[config.mk]
export PLATFORM = sky130hd
export DESIGN_NAME = fpcs_top
export DESIGN_NICKNAME = d
export VERILOG_FILES = /design/src/design/fpcs_pkg.sv /design/src/design/fpcs_top.sv
export SDC_FILE = /design/constraint.sdc
export NUM_CORES = 1
export LEC_CHECK = 0
export ABC_AREA = 1
export BUFFER_PORTS_ARGS = -buffer_cell sky130_fd_sc_hd__clkbuf_2
export CAP_MARGIN = 20
export CORE_ASPECT_RATIO = 0.8
export CORE_MARGIN = 1.5
export CORE_UTILIZATION = 45
export DETAILED_ROUTE_END_ITERATION = 10
export HOLD_SLACK_MARGIN = 0.05
export PLACE_DENSITY = 0.7
export REMOVE_ABC_BUFFERS = 1
export SETUP_SLACK_MARGIN = 0.3
export SYNTH_ARGS = -nofsm -noshare
export SYNTH_HDL_FRONTEND = slang
export SYNTH_SLANG_ARGS = --single-unit
[constraint.sdc]
create_clock -name CLK_I -period 5.8 [get_ports CLK_I]
set_clock_uncertainty 0.2 [all_clocks]
set_input_delay 1.16 -clock CLK_I [delete_from_list [all_inputs] [get_ports CLK_I]]
set_output_delay 1.16 -clock CLK_I [all_outputs]
set_load 0.02 [all_outputs]
[src/design/fpcs_pkg.sv]
/*
 * fpcs_pkg: constants of the fractional pll clock source block.
 * register indices, field positions, reset values and lock timing.
 * assumes a 125 MHz system clock and a 32-bit apb register bus.
 */
package fpcs_pkg;

	// register indices; byte address is four times the index
	localparam logic [5:0] IDX_ROOT_SEL  = 6'h04;
	localparam logic [5:0] IDX_PLL_CTRL  = 6'h05;
	localparam logic [5:0] IDX_PLL_J     = 6'h06;
	localparam logic [5:0] IDX_FRAC_UP   = 6'h07;
	localparam logic [5:0] IDX_FRAC_LO   = 6'h08;
	localparam logic [5:0] IDX_STATUS    = 6'h09;

	// root clock select register fields
	localparam int ROOT_SRC_LSB  = 0;
	localparam int ROOT_SRC_W    = 2;
	localparam int RANGE_BIT     = 6;

	// pll control register fields
	localparam int EN_BIT        = 7;
	localparam int P_LSB         = 4;
	localparam int P_W           = 3;
	localparam int R_LSB         = 0;
	localparam int R_W           = 4;

	// multiplier and fraction fields
	localparam int J_LSB         = 0;
	localparam int J_W           = 6;
	localparam int DUP_LSB       = 0;
	localparam int DUP_W         = 6;
	localparam int DLO_LSB       = 0;
	localparam int DLO_W         = 8;
	localparam int D_W           = DUP_W + DLO_W;

	// status register fields
	localparam int ST_GPIO_BIT   = 0;
	localparam int ST_LOCK_BIT   = 1;
	localparam int ST_RBAD_BIT   = 2;
	localparam int ST_DBAD_BIT   = 3;

	// reset values
	localparam logic [7:0] RST_ROOT_SEL = 8'h00;
	localparam logic [7:0] RST_PLL_CTRL = 8'h11;
	localparam logic [7:0] RST_PLL_J    = 8'h04;
	localparam logic [7:0] RST_FRAC     = 8'h00;
	localparam logic [7:0] RST_STATUS   = 8'h00;

	// largest legal fraction
	localparam logic [D_W-1:0] D_MAX    = 14'h270F;

	// root clock source codes
	localparam logic [1:0] SRC_MCLK = 2'h0;
	localparam logic [1:0] SRC_BCLK = 2'h1;
	localparam logic [1:0] SRC_GPIO = 2'h2;
	localparam logic [1:0] SRC_PLL  = 2'h3;

	// lock interval: time in microseconds, clock in MHz
	localparam int LOCK_TIME_US  = 10000;
	localparam int CLK_MHZ       = 125;
	localparam int LOCK_CYCLES   = LOCK_TIME_US * CLK_MHZ;
	localparam int LOCK_CNT_W    = 21;

	// pll sequencing states
	typedef enum logic [1:0] {
		PLL_OFF,
		PLL_LOCKING,
		PLL_LOCKED
	} fpcs_state_t;

endpackage : fpcs_pkg

[src/design/fpcs_top.sv]
/*
 * fpcs_top: control logic of a fractional pll and the converter
 * root clock selector, with an apb register slave.
 * assumes an analog pll core outside that takes the enable and the
 * p, r, j and d settings and returns its output clock; all clocks
 * from pins are sampled on CLK_I, so the root clock output is a
 * sampled copy, usable only for clocks well below CLK_I.
 */
// Chosen here: the APB slave port.
`timescale 1ns/1ps

module fpcs_top #(
	parameter int LOCK_CYCLES_P = fpcs_pkg::LOCK_CYCLES
) (
	// clock and reset
	input  wire logic                        CLK_I,
	input  wire logic                        ARST_N_I,
	// apb slave
	input  wire logic                        PSEL_I,
	input  wire logic                        PENABLE_I,
	input  wire logic                        PWRITE_I,
	input  wire logic [7:0]                  PADDR_I,
	input  wire logic [31:0]                 PWDATA_I,
	output logic      [31:0]                 PRDATA_O,
	output logic                             PREADY_O,
	output logic                             PSLVERR_O,
	// clock pins and analog pll core output
	input  wire logic                        MCLK_I,
	input  wire logic                        BCLK_I,
	input  wire logic                        GPIO_CLK_I,
	input  wire logic                        PLL_CORE_CLK_I,
	// settings to the analog pll core
	output logic                             PLL_EN_O,
	output logic [3:0]                       PLL_P_O,
	output logic [fpcs_pkg::R_W-1:0]         PLL_R_O,
	output logic [fpcs_pkg::J_W-1:0]         PLL_J_O,
	output logic [fpcs_pkg::D_W-1:0]         PLL_D_O,
	output logic                             PLL_RANGE_O,
	// clock results
	output logic                             PLL_LOCKED_O,
	output logic                             PLL_CLK_O,
	output logic                             PLL_GPIO_CLK_O,
	output logic                             ROOT_CLK_O,
	output logic [1:0]                       ROOT_SEL_O
);
	import fpcs_pkg::*;

	// register storage
	logic [7:0]          root_sel_r;
	logic [7:0]          pll_ctrl_r;
	logic [7:0]          pll_j_r;
	logic [DUP_W-1:0]    frac_up_r;
	logic [DLO_W-1:0]    frac_lo_r;
	logic [D_W-1:0]      frac_act_r;
	logic                gpio_route_r;

	// bus handshake
	logic                access;
	logic                wr_en;
	logic [5:0]          idx;
	logic                idx_ok;
	logic [7:0]          rd_byte;

	// synchronisers: mclk, bclk, gpio, pll core
	logic [3:0]          sync1_r;
	logic [3:0]          sync2_r;

	// sequencing
	fpcs_state_t         state_r;
	fpcs_state_t         state_nxt;
	logic [LOCK_CNT_W-1:0] lock_cnt_r;
	logic                pll_want;
	logic                r_bad;
	logic                d_bad;
	logic                lock_done;
	logic [LOCK_CNT_W-1:0] lock_last;

	// last count of the lock interval; the counter stops there, so
	// lock_done stays up without a wrap back to zero
	assign lock_last = LOCK_CNT_W'(LOCK_CYCLES_P - 1);

	// an unmapped index still gets an answer, so a stray address
	// never hangs the bus
	// apb decode; answer comes one cycle into the access phase
	assign access = PSEL_I & PENABLE_I & PREADY_O;
	assign wr_en  = access & PWRITE_I & idx_ok;
	assign idx    = PADDR_I[7:2];
	always_comb begin
		idx_ok = 1'b1;
		case (idx)
			IDX_ROOT_SEL, IDX_PLL_CTRL, IDX_PLL_J,
			IDX_FRAC_UP, IDX_FRAC_LO, IDX_STATUS: idx_ok = 1'b1;
			default: idx_ok = 1'b0;
		endcase
	end

	// pready pulses once per access, so every transfer waits one cycle
	always_ff @(posedge CLK_I or negedge ARST_N_I) begin
		if (!ARST_N_I) begin
			PREADY_O  <= 1'b0;
			PSLVERR_O <= 1'b0;
		end else begin
			PREADY_O  <= PSEL_I & PENABLE_I & ~PREADY_O;
			PSLVERR_O <= PSEL_I & PENABLE_I & ~PREADY_O & ~idx_ok;
		end
	end

	// read data mux; unmapped reads return zero with pslverr
	always_comb begin
		rd_byte = 8'h00;
		case (idx)
			IDX_ROOT_SEL: rd_byte = root_sel_r;
			IDX_PLL_CTRL: rd_byte = pll_ctrl_r;
			IDX_PLL_J:    rd_byte = pll_j_r;
			IDX_FRAC_UP:  rd_byte = {2'b00, frac_up_r};
			IDX_FRAC_LO:  rd_byte = frac_lo_r;
			IDX_STATUS: begin
				rd_byte[ST_GPIO_BIT] = gpio_route_r;
				rd_byte[ST_LOCK_BIT] = PLL_LOCKED_O;
				rd_byte[ST_RBAD_BIT] = r_bad;
				rd_byte[ST_DBAD_BIT] = d_bad;
			end
			default: rd_byte = 8'h00;
		endcase
	end

	// read data is captured while the answer is prepared
	always_ff @(posedge CLK_I or negedge ARST_N_I) begin
		if (!ARST_N_I) begin
			PRDATA_O <= 32'h0000_0000;
		end else if (PSEL_I & PENABLE_I & ~PREADY_O) begin
			PRDATA_O <= {24'h00_0000, rd_byte};
		end
	end

	// clock select register: source code and range-mode bit
	always_ff @(posedge CLK_I or negedge ARST_N_I) begin
		if (!ARST_N_I) begin
			root_sel_r <= RST_ROOT_SEL;
		end else if (wr_en && idx == IDX_ROOT_SEL) begin
			root_sel_r <= PWDATA_I[7:0];
		end
	end

	// pll control register: enable, p and r
	always_ff @(posedge CLK_I or negedge ARST_N_I) begin
		if (!ARST_N_I) begin
			pll_ctrl_r <= RST_PLL_CTRL;
		end else if (wr_en && idx == IDX_PLL_CTRL) begin
			pll_ctrl_r <= PWDATA_I[7:0];
		end
	end

	// integer multiplier register
	always_ff @(posedge CLK_I or negedge ARST_N_I) begin
		if (!ARST_N_I) begin
			pll_j_r <= RST_PLL_J;
		end else if (wr_en && idx == IDX_PLL_J) begin
			pll_j_r <= PWDATA_I[7:0];
		end
	end

	// fraction: upper half waits in its register until the lower
	// half is written, so the core never sees a half-updated d
	always_ff @(posedge CLK_I or negedge ARST_N_I) begin
		if (!ARST_N_I) begin
			frac_up_r  <= DUP_W'(RST_FRAC);
			frac_lo_r  <= DLO_W'(RST_FRAC);
			frac_act_r <= D_W'(RST_FRAC);
		end else begin
			if (wr_en && idx == IDX_FRAC_UP) begin
				frac_up_r <= PWDATA_I[DUP_LSB +: DUP_W];
			end
			if (wr_en && idx == IDX_FRAC_LO) begin
				frac_lo_r  <= PWDATA_I[DLO_LSB +: DLO_W];
				frac_act_r <= {frac_up_r,
					PWDATA_I[DLO_LSB +: DLO_W]};
			end
		end
	end

	// gpio routing bit in the status register
	always_ff @(posedge CLK_I or negedge ARST_N_I) begin
		if (!ARST_N_I) begin
			gpio_route_r <= RST_STATUS[ST_GPIO_BIT];
		end else if (wr_en && idx == IDX_STATUS) begin
			gpio_route_r <= PWDATA_I[ST_GPIO_BIT];
		end
	end

	// two-stage synchronisers for every clock arriving from outside
	// a pin clock must stay well below half of CLK_I or edges are lost
	genvar gi;
	generate
		for (gi = 0; gi < 4; gi++) begin : g_sync
			always_ff @(posedge CLK_I or negedge ARST_N_I) begin
				if (!ARST_N_I) begin
					sync1_r[gi] <= 1'b0;
					sync2_r[gi] <= 1'b0;
				end else begin
					sync1_r[gi] <= (gi == 0) ? MCLK_I :
						(gi == 1) ? BCLK_I :
						(gi == 2) ? GPIO_CLK_I : PLL_CORE_CLK_I;
					sync2_r[gi] <= sync1_r[gi];
				end
			end
		end
	endgenerate

	// settings checks; out-of-range r keeps the pll off
	// a bad fraction or j only shows in status: the core keeps running
	// and software is expected to repair the setting
	assign r_bad     = (pll_ctrl_r[R_LSB +: R_W] == 4'h0) |
		(pll_ctrl_r[R_LSB +: R_W] > 4'h4);
	assign d_bad     = (frac_act_r > D_MAX) |
		(pll_j_r[J_LSB +: J_W] == 6'h00);
	assign pll_want  = pll_ctrl_r[EN_BIT] & ~r_bad;
	assign lock_done = (lock_cnt_r >= lock_last);

	// sequencing: off, counting the lock interval, locked
	always_comb begin
		state_nxt = state_r;
		case (state_r)
			PLL_OFF: begin
				if (pll_want) begin
					state_nxt = PLL_LOCKING;
				end
			end
			PLL_LOCKING: begin
				if (!pll_want) begin
					state_nxt = PLL_OFF;
				end else if (lock_done) begin
					state_nxt = PLL_LOCKED;
				end
			end
			PLL_LOCKED: begin
				if (!pll_want) begin
					state_nxt = PLL_OFF;
				end
			end
			default: state_nxt = PLL_OFF;
		endcase
	end

	// state register
	always_ff @(posedge CLK_I or negedge ARST_N_I) begin
		if (!ARST_N_I) begin
			state_r <= PLL_OFF;
		end else begin
			state_r <= state_nxt;
		end
	end

	// lock counter restarts from zero at every enable
	// the count is a fixed delay, not a measured lock: the analog core
	// gives no lock indication of its own
	always_ff @(posedge CLK_I or negedge ARST_N_I) begin
		if (!ARST_N_I) begin
			lock_cnt_r <= '0;
		end else if (state_r != PLL_LOCKING) begin
			lock_cnt_r <= '0;
		end else if (!lock_done) begin
			lock_cnt_r <= lock_cnt_r + 1'b1;
		end
	end

	// settings to the analog core; p code 0 stands for 8
	// settings follow the registers even while locked, so software
	// should disable the pll before it retunes p, r or j
	always_ff @(posedge CLK_I or negedge ARST_N_I) begin
		if (!ARST_N_I) begin
			PLL_EN_O    <= 1'b0;
			PLL_P_O     <= {1'b0, RST_PLL_CTRL[P_LSB +: P_W]};
			PLL_R_O     <= R_W'(RST_PLL_CTRL);
			PLL_J_O     <= J_W'(RST_PLL_J);
			PLL_D_O     <= D_W'(RST_FRAC);
			PLL_RANGE_O <= 1'b0;
		end else begin
			PLL_EN_O    <= (state_nxt != PLL_OFF);
			PLL_P_O     <= (pll_ctrl_r[P_LSB +: P_W] == 3'h0) ? 4'h8 :
				{1'b0, pll_ctrl_r[P_LSB +: P_W]};
			PLL_R_O     <= pll_ctrl_r[R_LSB +: R_W];
			PLL_J_O     <= pll_j_r[J_LSB +: J_W];
			PLL_D_O     <= frac_act_r;
			PLL_RANGE_O <= root_sel_r[RANGE_BIT];
		end
	end

	// gated pll clock; gating drops at once when disabled
	always_ff @(posedge CLK_I or negedge ARST_N_I) begin
		if (!ARST_N_I) begin
			PLL_LOCKED_O   <= 1'b0;
			PLL_CLK_O      <= 1'b0;
			PLL_GPIO_CLK_O <= 1'b0;
		end else begin
			PLL_LOCKED_O   <= (state_nxt == PLL_LOCKED);
			PLL_CLK_O      <= sync2_r[3] &
				(state_nxt == PLL_LOCKED);
			PLL_GPIO_CLK_O <= sync2_r[3] & gpio_route_r &
				(state_nxt == PLL_LOCKED);
		end
	end

	// root clock selector; the pll leg is already gated
	// a source change may clip one pulse of the root clock, so the
	// converters should be held idle while the source changes
	always_ff @(posedge CLK_I or negedge ARST_N_I) begin
		if (!ARST_N_I) begin
			ROOT_CLK_O <= 1'b0;
			ROOT_SEL_O <= SRC_MCLK;
		end else begin
			ROOT_SEL_O <= root_sel_r[ROOT_SRC_LSB +: ROOT_SRC_W];
			case (root_sel_r[ROOT_SRC_LSB +: ROOT_SRC_W])
				SRC_MCLK: ROOT_CLK_O <= sync2_r[0];
				SRC_BCLK: ROOT_CLK_O <= sync2_r[1];
				SRC_GPIO: ROOT_CLK_O <= sync2_r[2];
				SRC_PLL:  ROOT_CLK_O <= sync2_r[3] &
					(state_nxt == PLL_LOCKED);
				default:  ROOT_CLK_O <= 1'b0;
			endcase
		end
	end

endmodule : fpcs_top

Word level (Yosys, flattened, before mapping):

Cells that the tools add are included.
W data, S select, Z words.

* flip-flop bits (word level): 130
* input bits: 49
* output and inout port bits: 70
* word-level logic and storage cells: 89

* add/subtract/negate cells: 1
* magnitude comparators: 3
* equal/unequal tests: 14
* multiplexer cells: 12
* bitwise gates (word level): 15
* reduce and logical (&&, ||, !) cells: 13

Operators by type and width (number)
* $mux W21: 2
* $eq A6 B3 Y1 const B: 4
* $pmux W4 S6: 1
* $add A21 B1 Y21 const B: 1
* $ge A21 B21 Y1 const B: 1
* $pmux W4 S5: 1
* $gt A14 B14 Y1 const B: 1
* $eq A6 B4 Y1 const B: 2
* $and A1 B1 Y1: 10
* $eq A2 B2 Y1 const B: 4
* $mux W2: 4
* $logic_and A1 B1 Y1: 6
* $logic_not A6 Y1: 1
* $pmux W2 S3: 1
* $reduce_or A6 Y1: 1
* $eq A2 B1 Y1 const B: 2
* $gt A4 B3 Y1 const B: 1
* $logic_not A2 Y1: 2
* $logic_not A4 Y1: 1
* $mux W4: 1
* $ne A2 B1 Y1 const B: 2
* $pmux W1 S4: 1
* $logic_not A3 Y1: 1
* $not A1 Y1: 3
* other kinds (3): 4

Depth between registers and ports, before layout:

* depth in word-level cells: 9
* mapped depth: 11
* gate-level depth less buffers: 11

Worst setup path after synthesis:

Ideal clock, no wire load.

* kind: input port to flip-flop
* start: input PADDR_I[7]
* end: register frac_up_r[1]
* library setup time: 119 ps
* data arrival time: 2225 ps
* data required time: 5481 ps
* setup slack: 3256 ps
* cell stages on the path: 9
* path buffers: 1
* path through: nor2_4 > nand3_1 > inv_2 > a211o_2 > nand2_2 > or2_1 > buf_6 > nand2_1 > o21ai_2

* word-level cells in the longest chain between the ends: 5
* elaborated cells on any way between the ends: 10
* those cells by class: 6 x eq/ne; 1 x mux; 1 x bitwise; 2 x reduce/logical

RTL lines
* start: declaration: line fpcs_top.sv:22 `input wire logic [7:0] PADDR_I,`
* $eq A6 B3 Y1 (tied with other cells): line fpcs_top.sv:90 `case (idx)`
* $reduce_or A6 Y1: line fpcs_top.sv:90
* $mux W1: line fpcs_top.sv:90
* $and A1 B1 Y1: line fpcs_top.sv:86 `assign wr_en = access & PWRITE_I & idx_ok;`
* $logic_and A1 B1 Y1 *: line fpcs_top.sv:171 `if (wr_en && idx == IDX_FRAC_UP) begin`
* end signal: assignment: line fpcs_top.sv:167 `frac_up_r <= DUP_W'(RST_FRAC);`
* end signal: assignment: line fpcs_top.sv:172 `frac_up_r <= PWDATA_I[DUP_LSB +: DUP_W];`
* end: declaration: line fpcs_top.sv:52 `logic [DUP_W-1:0] frac_up_r;`

Mark *: on every way between the ends. The rest lies on a longest branch, timed or not.
A chain may end at the register's enable or synchronous reset.

Worst setup path after layout:

* start: input PSEL_I
* end: register PRDATA_O[0]

* word-level cells in the longest chain between the ends: 2

RTL lines
* start: declaration: line fpcs_top.sv:19 `input wire logic PSEL_I,`
* $and A1 B1 Y1 (2 in series): line fpcs_top.sv:131 `end else if (PSEL_I & PENABLE_I & ~PREADY_O) begin`
* end signal: assignment: line fpcs_top.sv:132 `PRDATA_O <= {24'h00_0000, rd_byte};`
* end: declaration: line fpcs_top.sv:24 `output logic [31:0] PRDATA_O,`

Every way passes these cells.

==> impl_metrics.yaml <==
floorplanning:
  initial_core_util: 0.462
  pin_count: 119
  die_height_microns: 100
  dieArea_sq_mm: 0.0125
  core-area_sq_mm: 0.0115
  num_rows: 35
  die_w_microns: 125
logic_synthesis:
  synth_cells: 564
  synthesis.area_sq_mm: 0.00533
  async_reset_ff_frac: 1.00
  avgSynthCellArea_sq_um: 9.44
  synth_ff_type: "dfrtp_1"
  seq_area_frac_synth: 0.575
  synth_cell_types: 43
  yosysTopAreaCell: "dfrtp_1"
  synth_edf_count: 0
  ys_warn_count: 0
  yosysTopAreaCellShare: 0.545
  ys_ff_latch: 122
  synth.top_cells.by_area: "dfrtp_1, nand2_1, inv_1"
clock_network:
  ctsHoldBuffers: 0
  cts_resized: 0
  clk_pin_slew_ns: 0.05
  cts.sinks: 122
  cts_tree: "built"
  cts_root_buf: "clkbuf_16"
  cts_max_path_buffers: 2
  cts_setup_buffers: 0
  numCtsBuffers: 17
  htree_levels: 4
  clkLatencyLatePin_ns: 0.41
global_route:
  grt_pass1_wl_mm: 20.0
  grt_pass1_vias: 3903
  antenna_found_initial: 0
  overflow: 0
  grt_max_degree: 88
  grt_util_all_layers: 0.206
timing:
  layout_min_cycle_time_ns: 2.58
  fin_hold_ws_ns: 0.149
  finalSetupViolCount: 0
  setup-tns-final_ns: 0
  rsz0062_at_grt: "no"
  hold_viol_final: 0
  relSlewSlack: 0.279
  slew_violations: 0
  period_share: 0.445
  worst_pin_slew_ns: 1.08
  fmax_ghz: 0.388
routing:
  routed_wl_mm: 12.0
  vias: 4081
  via_per_inst: 5.10
  drt_iter0_markers: 466
  drt_first_pass_iters: 7
  drc: 0
  wl_per_cell_microns: 15.0
  ant_nets: 0
layout:
  drive_above_1_share: 0.216
  area_delta_synth_final_pct: 19.0
  final_common_cell: "dfrtp_1"
  finalInstanceArea_sq_mm: 0.00633
  final_cell_mix: "dfrtp_1, nand2_1, clkbuf_2"
  diodes: 0
  layout.cells.non_filler: 800
  layout.nets: 689
place:
  dpl.hpwl_mm: 8.35
  io_buffers: 68
  dp.cells: 767
  place_area_sq_mm: 0.00568
  gp_congestion: 0.845
power:
  irDropWorstVdd_mv: 0.204
  p_leak_nw: 3.14
  powerDensity_mw_per_mm2: 319
worst_setup_path:
  critPathMaxFanout: 11
  end_kind: "flip-flop"
  crit_required_ns: 5.88
  cp-start-kind: "primary input"
  arrival_ns: 2.66
  worstSetupPathType: "primary input to flip-flop"
min_path:
  worstHoldPathType: "flip-flop to flip-flop"
status:
  outcome: "complete, no violations"
flow_run:
  cap_violations: 0
==> flip-flops by register name, indices dropped and copies added, names as in the netlist, 2 cells and up <==
register    count
frac_up_r       6
PRDATA_O        8
pll_j_r         8
pll_ctrl_r      8
frac_lo_r       7
PLL_P_O         4
frac_act_r      7
sync1_r         4
PLL_R_O         4
state_r         2
sync2_r         4
ROOT_SEL_O      2
PLL_D_O        14
root_sel_r      8
lock_cnt_r     21
PLL_J_O         6
==> synth_stat cells (7+ instances only) <==
cell type	number
nand4_1	16
nand3_1	23
buf_4	27
o21ai_1	18
a21oi_1	17
nand2_1	115
inv_1	61
dfrtp_1	116
o21ai_0	45
nor2_1	37
nor3_1	12
nand2_4	7
==> where the power goes <==
part	switching, mW	total (mW)	internal (mW)
combinational	0.0563	0.0725	0.0162
sequential	0.00408	0.864	0.860
clock	0.366	1.09	0.721
total	0.426	2.02	1.60
==> critical path: stages <==
cell and delay, ns:
clkbuf_2 0.07, nand2_1 0.06, nor2_1 0.44, inv_1 0.37, a21oi_1 0.22, o21ai_0 0.11, a21oi_1 0.14, a21oi_1 0.08
==> logic make-up (layout without fill, tap and decap cells) <==
| family | Yosys count | in the layout | share of synthesized area |
|---|---|---|---|
| AND/OR/NAND/NOR | 232 | 232 | 0.208 |
| flip-flops | 122 | 122 | 0.575 |
| AO/OA/AOI/OAI | 103 | 103 | 0.112 |
| other | 1 | 24 | 0.000704 |
| XOR/XNOR | 4 | 4 | 0.00658 |
| adder cells (fa/ha/maj) | 1 | 1 | 0.00235 |
| buffers and inverters | 101 | 166 | 0.0956 |
==> path summary, 6_finish.rpt <==
| path | endpoint | slack [ns] | startpoint | cells past startpoint |
|---|---|---|---|---|
| setup / recovery | PRDATA_O[0]$_DFFE_PN0P_ | 3.22 | PSEL_I | 8 |
| hold / removal | sync2_r[1]$_DFF_PN0_ | 0.15 | sync1_r[1]$_DFF_PN0_ | 0 |
| setup reg to reg | lock_cnt_r[13]$_DFFE_PN0P_ | 3.53 | state_r[1]$_DFF_PN0_ | 3 |
| hold reg to reg | sync2_r[1]$_DFF_PN0_ | 0.15 | sync1_r[1]$_DFF_PN0_ | 0 |
| max in group asynchronous | pll_ctrl_r[0]$_DFFE_PN1P_ | 3.78 | ARST_N_I | 3 |
| min in group asynchronous | PLL_J_O[1]$_DFF_PN0_ | 0.47 | ARST_N_I | 1 |
==> routing by layer <==
| metal | routed length (microns) | global-route usage | up-vias |
|---|---|---|---|
| met4 | 104 | 0.0707 | 0 |
| met3 | 657 | 0.0538 | 9 |
| li1 | - | - | 1963 |
| met5 | 0 | 0 | - |
| met2 | 5350 | 0.305 | 131 |
| met1 | 5850 | 0.297 | 1978 |
==> area by class of cell <==
class | instances | area (sq um)
Tap cell | 148 | 185
Multi-Input combinational cell | 364 | 1840
Sequential cell | 122 | 3060
Timing Repair Buffer | 70 | 378
Clock buffer | 22 | 484
Clock inverter | 10 | 140
Fill cell | 1022 | 5180
Inverter | 64 | 243
==> through the flow <==
step | utilization | setup slack (ns) | total power, mW
2_1_floorplan | - | 3.24 | 0.912
3_3_place_gp | 0.493 | 2.88 | 0.948
3_5_place_dp | 0.493 | 2.85 | 0.950
4_1_cts | 0.548 | 3.26 | 2.04
5_1_grt | 0.550 | 3.04 | 2.09
6_report | 0.550 | 3.22 | 2.02
Note: power is estimated with default switching activity, not from simulation.
